--- config.mk ---
export PLATFORM = sky130hd
export DESIGN_NAME = windowed_watchdog_timer
export DESIGN_NICKNAME = d
export VERILOG_FILES = /design/src/verilog/wdt_pkg.sv /design/src/verilog/wdt_period_decode.sv /design/src/verilog/windowed_watchdog_timer.sv
export SDC_FILE = /design/constraint.sdc
export NUM_CORES = 1
export LEC_CHECK = 0
export BUFFER_PORTS_ARGS = -buffer_cell sky130_fd_sc_hd__buf_2
export CAP_MARGIN = 5
export CORE_MARGIN = 8
export CORE_UTILIZATION = 60
export DETAILED_ROUTE_END_ITERATION = 7
export GPL_ROUTABILITY_DRIVEN = 1
export GPL_TIMING_DRIVEN = 0
export PLACE_DENSITY = 0.82
export SETUP_SLACK_MARGIN = 0.2
export SLEW_MARGIN = 20
export SYNTH_ARGS = -nofsm -noshare
export SYNTH_HDL_FRONTEND = slang
export SYNTH_SLANG_ARGS = --single-unit
--- constraint.sdc ---
create_clock -name mclk -period 8.3 [get_ports mclk]
set_input_delay 2.49 -clock mclk [delete_from_list [all_inputs] [get_ports mclk]]
set_output_delay 2.49 -clock mclk [all_outputs]
set_load 0.02 [all_outputs]
--- src/verilog/wdt_pkg.sv ---
// Purpose: shared constants for the windowed watchdog
// Assumes: 8-bit register port, one system clock
// Notes: period codes above the last valid code give no timeout
package wdt_pkg;
    localparam int ADDR_W = 3;
    localparam int DATA_W = 8;
    localparam int CODE_W = 4;
    localparam int CNT_W = 14;
    // register offsets
    localparam logic [ADDR_W-1:0] OFF_CONTROL = 3'h0;
    localparam logic [ADDR_W-1:0] OFF_WINDOW = 3'h1;
    localparam logic [ADDR_W-1:0] OFF_UNLOCK = 3'h3;
    localparam logic [ADDR_W-1:0] OFF_STATUS = 3'h4;
    // field positions, shared by both control registers
    localparam int BIT_CHANGE = 0;
    localparam int BIT_ENABLE = 1;
    localparam int FLD_PER_LO = 2;
    localparam int FLD_PER_HI = 5;
    // status bits
    localparam int BIT_ST_RUN = 0;
    localparam int BIT_ST_OPEN = 1;
    localparam int BIT_ST_UNLOCKED = 2;
    localparam int BIT_ST_LOCKFUSE = 3;
    // unlock key, value arbitrary
    localparam logic [DATA_W-1:0] UNLOCK_KEY = 8'hd8;
    // unlock interval in system clock cycles
    localparam logic [2:0] UNLOCK_CYCLES = 3'h4;
    // period decode: code 0 gives 8 ticks, doubling up to the last code
    localparam logic [CNT_W-1:0] BASE_TICKS = 14'h0008;
    localparam logic [CODE_W-1:0] LAST_CODE = 4'ha;
    // values after reset
    localparam logic [CODE_W-1:0] RST_CODE = 4'h0;
    localparam logic RST_BIT = 1'b0;
    localparam logic [CNT_W-1:0] RST_CNT = 14'h0000;
    localparam logic [DATA_W-1:0] RST_DATA = 8'h00;
endpackage : wdt_pkg

--- src/verilog/wdt_period_decode.sv ---
// Purpose: turns a period code into a tick count
// Assumes: code width 4, count wide enough for the longest period
// Notes: reserved codes give valid low and a zero count
`timescale 1ns/1ps
module wdt_period_decode #(
    parameter int CODE_W = 4,
    parameter int CNT_W = 14
) (
    input wire logic [CODE_W-1:0] code,
    output logic [CNT_W-1:0] ticks,
    output logic valid
);
    import wdt_pkg::*;

    if (CNT_W < 14 || CODE_W != 4) begin : g_check
        $error("wdt_period_decode: widths cannot hold the longest period");
    end

    assign valid = (code <= LAST_CODE);
    assign ticks = valid ? CNT_W'(BASE_TICKS << code) : CNT_W'(0);
endmodule : wdt_period_decode

--- src/verilog/windowed_watchdog_timer.sv ---
// Purpose: watchdog with normal and window mode, fuse loaded settings
// Assumes: tick is a one-cycle pulse at 1 kHz, synchronous to mclk
// Notes: sysReset is a one-cycle pulse; counting restarts after it
//
// The plain strobed port was chosen for this implementation.
`timescale 1ns/1ps
// Operation
// - missed restart before timeout resets system
// - normal mode restart anytime, restarts full period
// - period code n gives 8 shl n ticks
// - reserved period codes never time out
// - restart in closed window resets immediately
// - open follows closed; open restart reopens closed
// - period field sets open window length
// - counter advances only on 1kHz tick
// - reset works without main clocks running; here sysReset and the counter are registered on mclk
// - control write needs change-enable bit set
// - enable bit starts, clearing stops watchdog
// - writes need timed unlock first
// - lock fuse freezes whole control register
// - lock fuse freezes closed period, not mode
// - after system reset watchdog keeps running configured
// - fuses load period and enable at power-on
// - top two bits read zero, write zero
// - control layout: period 5:2, enable 1, change 0
// - closed period uses same code encoding
// - window write needs window change-enable bit
// - window layout: period 5:2, mode 1, change 0
module windowed_watchdog_timer (
    input wire logic mclk,
    input wire logic rst_n,
    input wire logic tick,
    input wire logic restartReq,
    input wire logic lockFuse,
    input wire logic [wdt_pkg::CODE_W-1:0] periodFuseField,
    input wire logic enableFuse,
    input wire logic [wdt_pkg::CODE_W-1:0] windowPeriodFuseField,
    input wire logic windowFuse,
    input wire logic [wdt_pkg::ADDR_W-1:0] addr,
    input wire logic [wdt_pkg::DATA_W-1:0] wrData,
    input wire logic wrEn,
    input wire logic rdEn,
    output logic [wdt_pkg::DATA_W-1:0] rdData,
    output logic sysReset
);
    import wdt_pkg::*;

    typedef enum logic [2:0] {
        ST_STOPPED = 3'b001,
        ST_CLOSED = 3'b010,
        ST_OPEN = 3'b100
    } phase_e;

    phase_e stateQ;
    phase_e stateD;
    logic [CNT_W-1:0] cntQ;
    logic [CNT_W-1:0] cntD;
    logic sysResetD;
    logic sysResetQ;
    logic loadedQ;
    logic [CODE_W-1:0] perQ;
    logic enQ;
    logic cenQ;
    logic [CODE_W-1:0] wperQ;
    logic wenQ;
    logic wcenQ;
    logic [2:0] unlockQ;
    logic [DATA_W-1:0] rdDataQ;

    // address decode
    wire hitControl = (addr == OFF_CONTROL);
    wire hitWindow = (addr == OFF_WINDOW);
    wire hitUnlock = (addr == OFF_UNLOCK);
    wire hitStatus = (addr == OFF_STATUS);
    wire unlocked = (unlockQ != 3'h0);
    wire protWrite = wrEn && unlocked && (hitControl || hitWindow);
    wire ctrlTake = protWrite && hitControl && wrData[BIT_CHANGE] && !lockFuse;
    wire winTake = protWrite && hitWindow && wrData[BIT_CHANGE];
    wire wperTake = winTake && !lockFuse;

    // period decode for open and closed windows
    logic [CNT_W-1:0] openTicks;
    logic openValid;
    logic [CNT_W-1:0] closedTicks;
    logic closedValid;

    wdt_period_decode #(.CODE_W(CODE_W), .CNT_W(CNT_W)) u_open_decode (
        .code(perQ),
        .ticks(openTicks),
        .valid(openValid)
    );

    wdt_period_decode #(.CODE_W(CODE_W), .CNT_W(CNT_W)) u_closed_decode (
        .code(wperQ),
        .ticks(closedTicks),
        .valid(closedValid)
    );

    // phase ends, counted in ticks only
    wire [CNT_W-1:0] cntInc = cntQ + CNT_W'(1);
    wire openDone = tick && openValid && (cntInc >= openTicks);
    wire closedDone = tick && (!closedValid || cntInc >= closedTicks);
    wire startPhaseClosed = wenQ;
    phase_e startPhase;
    assign startPhase = startPhaseClosed ? ST_CLOSED : ST_OPEN;

    // phase machine; restart wins over a tick in the same cycle
    always_comb begin
        stateD = stateQ;
        cntD = cntQ;
        sysResetD = 1'b0;
        case (stateQ)
            ST_STOPPED: begin
                if (enQ) begin
                    stateD = startPhase;
                    cntD = RST_CNT;
                end
            end
            ST_CLOSED: begin
                if (!enQ) begin
                    stateD = ST_STOPPED;
                    cntD = RST_CNT;
                end else if (restartReq) begin
                    sysResetD = 1'b1;
                    stateD = startPhase;
                    cntD = RST_CNT;
                end else if (closedDone) begin
                    stateD = ST_OPEN;
                    cntD = RST_CNT;
                end else if (tick) begin
                    cntD = cntInc;
                end
            end
            ST_OPEN: begin
                if (!enQ) begin
                    stateD = ST_STOPPED;
                    cntD = RST_CNT;
                end else if (restartReq) begin
                    stateD = startPhase;
                    cntD = RST_CNT;
                end else if (openDone) begin
                    sysResetD = 1'b1;
                    stateD = startPhase;
                    cntD = RST_CNT;
                end else if (tick && openValid) begin
                    cntD = cntInc;
                end
            end
            default: begin
                stateD = ST_STOPPED;
                cntD = RST_CNT;
            end
        endcase
    end

    always_ff @(posedge mclk or negedge rst_n) begin
        if (!rst_n) begin
            stateQ <= ST_STOPPED;
            cntQ <= RST_CNT;
            sysResetQ <= RST_BIT;
        end else begin
            stateQ <= stateD;
            cntQ <= cntD;
            sysResetQ <= sysResetD;
        end
    end

    // timed unlock: key write opens a short write interval
    always_ff @(posedge mclk or negedge rst_n) begin
        if (!rst_n) begin
            unlockQ <= 3'h0;
        end else if (wrEn && hitUnlock && wrData == UNLOCK_KEY) begin
            unlockQ <= UNLOCK_CYCLES;
        end else if (protWrite) begin
            unlockQ <= 3'h0;
        end else if (unlocked) begin
            unlockQ <= unlockQ - 3'h1;
        end
    end

    // one-shot load flag for the fuse values
    always_ff @(posedge mclk or negedge rst_n) begin
        if (!rst_n) begin
            loadedQ <= RST_BIT;
        end else begin
            loadedQ <= 1'b1;
        end
    end

    // control register
    always_ff @(posedge mclk or negedge rst_n) begin
        if (!rst_n) begin
            perQ <= RST_CODE;
            enQ <= RST_BIT;
            cenQ <= RST_BIT;
        end else if (!loadedQ) begin
            perQ <= periodFuseField;
            enQ <= enableFuse;
        end else if (ctrlTake) begin
            perQ <= wrData[FLD_PER_HI:FLD_PER_LO];
            enQ <= wrData[BIT_ENABLE];
            cenQ <= wrData[BIT_CHANGE];
        end
    end

    // window register
    always_ff @(posedge mclk or negedge rst_n) begin
        if (!rst_n) begin
            wperQ <= RST_CODE;
            wenQ <= RST_BIT;
            wcenQ <= RST_BIT;
        end else if (!loadedQ) begin
            wperQ <= windowPeriodFuseField;
            wenQ <= windowFuse;
        end else begin
            if (wperTake) begin
                wperQ <= wrData[FLD_PER_HI:FLD_PER_LO];
            end
            if (winTake) begin
                wenQ <= wrData[BIT_ENABLE];
                wcenQ <= wrData[BIT_CHANGE];
            end
        end
    end

    // read mux; top two bits always zero
    wire [DATA_W-1:0] ctrlView = {2'b00, perQ, enQ, cenQ};
    wire [DATA_W-1:0] winView = {2'b00, wperQ, wenQ, wcenQ};
    wire [DATA_W-1:0] statusView = {4'h0, lockFuse, unlocked,
        (stateQ == ST_OPEN), (stateQ != ST_STOPPED)};
    wire [DATA_W-1:0] rdMux = hitControl ? ctrlView :
        hitWindow ? winView :
        hitStatus ? statusView : RST_DATA;

    always_ff @(posedge mclk or negedge rst_n) begin
        if (!rst_n) begin
            rdDataQ <= RST_DATA;
        end else begin
            rdDataQ <= rdEn ? rdMux : RST_DATA;
        end
    end

    assign rdData = rdDataQ;
    assign sysReset = sysResetQ;
endmodule : windowed_watchdog_timer

# --- After elaboration in Yosys (flattened, before gate mapping) ---
# Cells that the tools add are included.
totals:
  regBits: 40
  inputBits: 28
  out_inout_bits: 9
op_classes:
  add_sub_neg: 2
  magnitude_cmp: 4
  n_eq_ne: 16
  n_shift: 2
  n_mux: 42
  reduce_logical: 24
op_table:
  columns: ["cell", "n"]
  rows:
  - ["$mux W14", 11]
  - ["$pmux W14 S3", 1]
  - ["$mux W3", 11]
  - ["$ge A14 B14 Y1", 2]
  - ["$shl A4 B4 Y14 const A", 2]
  - ["$mux W4", 5]
  - ["$mux W6", 3]
  - ["$add A14 B1 Y14 const B", 1]
  - ["$logic_and A1 B1 Y1", 13]
  - ["$mux W1", 9]
  - ["$pmux W3 S3", 1]
  - ["$eq A8 B8 Y1 const B", 1]
  - ["$le A4 B4 Y1 const B", 2]
  - ["$ne A4 B4 Y1 const B", 2]
  - ["$eq A3 B1 Y1 const B", 2]
  - ["$eq A3 B2 Y1 const B", 2]
  - ["$eq A3 B3 Y1 const B", 2]
  - ["$ne A2 B1 Y1 const B", 3]
  - ["$reduce_and A3 Y1", 2]
  - ["$reduce_bool A3 Y1", 2]
  - ["$ne A5 B4 Y1 const B", 1]
  - ["$ne A5 B5 Y1 const B", 1]
  - ["$reduce_and A2 Y1", 2]
  - ["$logic_not A3 Y1", 1]
  - ["6 further kinds", 8]

# --- Longest topological paths before layout ---
logic_depth:
  word_depth: 9
  ltp_mapped: 13
  mapped_depth_nobuf: 13

# --- Cells and area by module ---
# Synthesis repeated with hierarchy kept, for this count alone.
hier_totals:
  cells_unflattened: 380
  hier_area_um2: 3209.3
modules_own_cells:
  columns: ["module", "instances", "cells_per_inst", "area_each_um2", "seq_area_each_um2"]
  rows:
  - ["windowed_watchdog_timer", 1, 336, 2934.1, 1002.2]
  - ["wdt_period_decode", 2, 22, 137.6, 0.0]

# --- Worst setup path after synthesis ---
# Ideal clock, no wire load.
synth_timing:
  path_type: "in2reg"
  from: "in addr[2] (netlist name)"
  to: "reg wperQ[0]"
  setup_time_ns: 0.077
  arrival_ns: 3.619
  slack_ns: 4.604
  path_stages: 5
  n_path_buf: 0
  cell_sequence: "nor3b_1 nand4_1 o21ai_1 nor2_1 a21oi_1"
synth_between:
  elab_chain_len: 7
  elab_cells_between_ends: 8
synth_rtl:
  columns: ["element", "line_no", "source"]
  rows:
  - ["start, declared", "windowed_watchdog_timer.sv:39", "input wire logic [wdt_pkg::ADDR_W-1:0] addr,"]
  - ["$eq A3 B1 Y1 / $logic_not A3 Y1 (equally long branches)", "windowed_watchdog_timer.sv:72, windowed_watchdog_timer.sv:71", null]
  - ["$logic_or A1 B1 Y1", "windowed_watchdog_timer.sv:76", "wire protWrite = wrEn && unlocked && (hitControl || hitWindow);"]
  - ["$logic_and A1 B1 Y1", "windowed_watchdog_timer.sv:76", null]
  - ["$logic_and A1 B1 Y1 * (2 in a row)", "windowed_watchdog_timer.sv:78", "wire winTake = protWrite && hitWindow && wrData[BIT_CHANGE];"]
  - ["$logic_and A1 B1 Y1 *", "windowed_watchdog_timer.sv:79", "wire wperTake = winTake && !lockFuse;"]
  - ["$ne A2 B1 Y1 (no line) *", null, null]
  - ["end signal, assigned", "windowed_watchdog_timer.sv:213", "wperQ <= windowPeriodFuseField;"]
  - ["end signal, assigned", "windowed_watchdog_timer.sv:217", "wperQ <= wrData[FLD_PER_HI:FLD_PER_LO];"]
  - ["end, declared", "windowed_watchdog_timer.sv:64", "logic [CODE_W-1:0] wperQ;"]
# Every way passes the cells marked *; elsewhere a longest branch is shown, timed or not.
# A chain may end at the register's enable or synchronous reset.

# --- Final worst setup path ---
layout_timing:
  from: "in addr[1] (netlist name)"
  to: "reg wperQ[0]"
# The elaborated chain is that of the path after synthesis.

==> flow_summary.toml <==
[timing]
period_needed_ns = 3.98
skew_ns = 0.00493
worst_pin_slew_ns = 0.894
slew_headroom_pct = 40.4
fmax_mhz = 251
drv_slew = 0
post-route-period-util_pct = 47.9
fin_tns_setup_ns = 0
rsz0062_at_grt = "false"
hold_viol = 0
setup-violations-final = 0

[global_route]
grtUsageTotal_pct = 19.2
grt_pass1_wl_um = 11500
grt_pass1_vias = 2486
met3_usage_pct = 3.53
top_usage_layer = "met2"
use_met2_pct = 31.1
met1_usage_pct = 25.1
grt_overflow = 0
grt_start_max_net_pins = 41
antenna_found_initial = 0

[power]
p_leak_uw = 0.00155
p_int_uw = 366
switching_power_uw = 230
powerDensity_mw_per_mm2 = 181
seqPwrFrac_pct = 41.2
switching_share_pct = 38.7
combinationalPowerShare_pct = 35.4
pwr-share-clk_pct = 23.4
ir_worst_vdd_v = 0.000117

[die]
die_h_um = 86.0
dieArea_mm2 = 0.00740
initial_core_util_pct = 62.3
core_area_mm2 = 0.00472
die_x_um = 86.0
rows = 25
pin_count = 37

[logic_synthesis]
synth.avg_cell_area_um2 = 8.91
async_flop_share_pct = 100
yosysTopAreaCell = "dfrtp_1"
ys_seq_area_share_pct = 34.1
syn_inst = 330
ys_ff_latch = 40
synth.cell_area_mm2 = 0.00294
ys.flop_type = "dfrtp_1"
synth_cell_types = 60
yosys-top-cells-area = "dfrtp_1, ha_1, nand2_1, mux2i_1, nor2_1"
ys_warn_count = 0
synth_top_area_share_pct = 33.2
synth_edf_count = 0

[place]
place_area_mm2 = 0.00320
gp_congestion = 0.933
hpwl_um = 5330
buffer_ports.inserted = 34

[clock_network]
cts_tree = "yes"
cts_sinks = 40
clock_tree.buffer_depth = 2
cts_buffers = 5
clk_latency_ns = 0.30
cts_resized = 0
cts-root-buf = "clkbuf_8"
clkTransAtPathRegs_ns = 0.08
ctsHoldBuffers = 0
cts_setup_buffers = 0
htree_levels = 2

[cells_and_area]
final_cell_mix = "nand2_1, dfrtp_1, buf_2"
synthToLayoutAreaGrowth_pct = 12.1
nets = 425
num_antenna_cells = 0
drive_gt1_share_pct = 16.9
final_area_mm2 = 0.00330
layout.cells.most_common = "nand2_1"

[detailed_routing]
first_pass_iters = 5
viasPerCell = 5.96
route.detailed.drc = 0
ant_nets = 0
num_vias = 2624
wirelength_um = 6890
drt_iter0_drc = 152
wl_per_cell_um = 15.7

[job]
max-cap-violations = 0

[worst_setup_path]
cpMaxStageDelayCell = "o21ai_1"
endpoint_kind = "register"
path_class = "in2reg"
worstPathMaxFanout = 8
reg2reg_depth = 11
path_cells = "buf_2 > nor3b_1 > nand4_1 > o21ai_1 > nor2_1 > a21oi_1"
cp_data_arrival_time_ns = 4.20
slowest_delay_ns = 0.54
required_ns = 8.52
startpoint_type = "primary input"

[status]
status = "finished, final reports clean"

[hold_path]
hp-class = "reg2reg"
holdPathStages = 1
[metrics by stage]
stage / setup slack (ns) / power (uW) / std cells / hold WS (ns) / utilization [%]
floorplan: 4.60 / 396 / 331 / 0.442 / -
global placement: 4.14 / 448 / 432 / 0.460 / 67.7
detailed placement: 4.07 / 459 / 432 / 0.470 / 67.7
CTS: 4.37 / 598 / 440 / 0.489 / 69.8
global route: 4.19 / 634 / 440 / 0.500 / 69.8
finish: 4.32 / 596 / 440 / 0.492 / 69.8
[sequential cells by signal (all words and copies together) (netlist names)]
signal,flops
rdData,6
sysReset,1
cntQ,14
perQ,4
wcenQ,1
loadedQ,1
startPhaseClosed,1
enQ,1
wperQ,4
unlockQ,3
cenQ,1
stateQ,3
[synth_stat cells, types with 7 or more instances]
cell type	instances
nor2_1	34
o21ai_0	9
ha_1	25
nand2b_1	11
a211oi_1	7
nor2b_1	9
a21oi_1	23
nand3_1	11
nor3_1	7
nand2_1	41
mux2i_1	15
dfrtp_1	39
[power groups by stage]
stage               Combinational, uW  Sequential (uW)  Clock (uW)
CTS                               212              245         142
global route                      236              249         149
detailed placement                210              248           0
finish                            211              245         140
floorplan                         152              244           0
global placement                  201              247           0
[critical path: cells and delay by family]
kind / cells / cell delay (ns)
AOI/OAI and AO/OA: 2 / 0.68
buffers and inverters: 1 / 0.13
and+or+nand+nor: 3 / 0.90
[logic make-up (layout without fill, tap and decap cells)]
family | Yosys count | in the layout | share of synthesized area [%]
AO/OA/AOI/OAI | 81 | 81 | 20.2
AND/OR/NAND/NOR | 145 | 145 | 25.4
buffers and inverters | 15 | 57 | 2.21
other | 2 | 3 | 0.255
XOR/XNOR | 7 | 7 | 2.09
flip-flops | 40 | 40 | 34.1
adder cells (fa/ha/maj) | 25 | 25 | 10.6
multiplexers | 15 | 15 | 5.11
[metal layers]
layer / vias up / routed length, um
li1: 1288 / -
met1: 1263 / 3080
met2: 67 / 3280
met3: 6 / 448
met4: 0 / 75
met5: - / 0
[path summary, 6_finish.rpt]
check                              to  slack (ns)    start
max in group asynchronous  unlockQ[0]        5.43    rst_n
min in group asynchronous    cntQ[13]        2.31    rst_n
hold / removal                   cenQ        0.49     cenQ
setup / recovery             wperQ[0]        4.32  addr[1]
hold reg to reg                  cenQ        0.49     cenQ
setup reg to reg              cntQ[9]        5.10  cntQ[2]
[cell type report]
cell class                 count  area [um2]
multi-input combinational    276        1880
fill                         379        1430
sequential                    40        1000
timing repair buffer          34         170
tap                           67        83.8
clock buffer                   6        82.6
buffer                         9        42.5
inverter                       6        22.5
clock inverter                 2        15.0
Note: power is estimated with default switching activity, not from simulation.
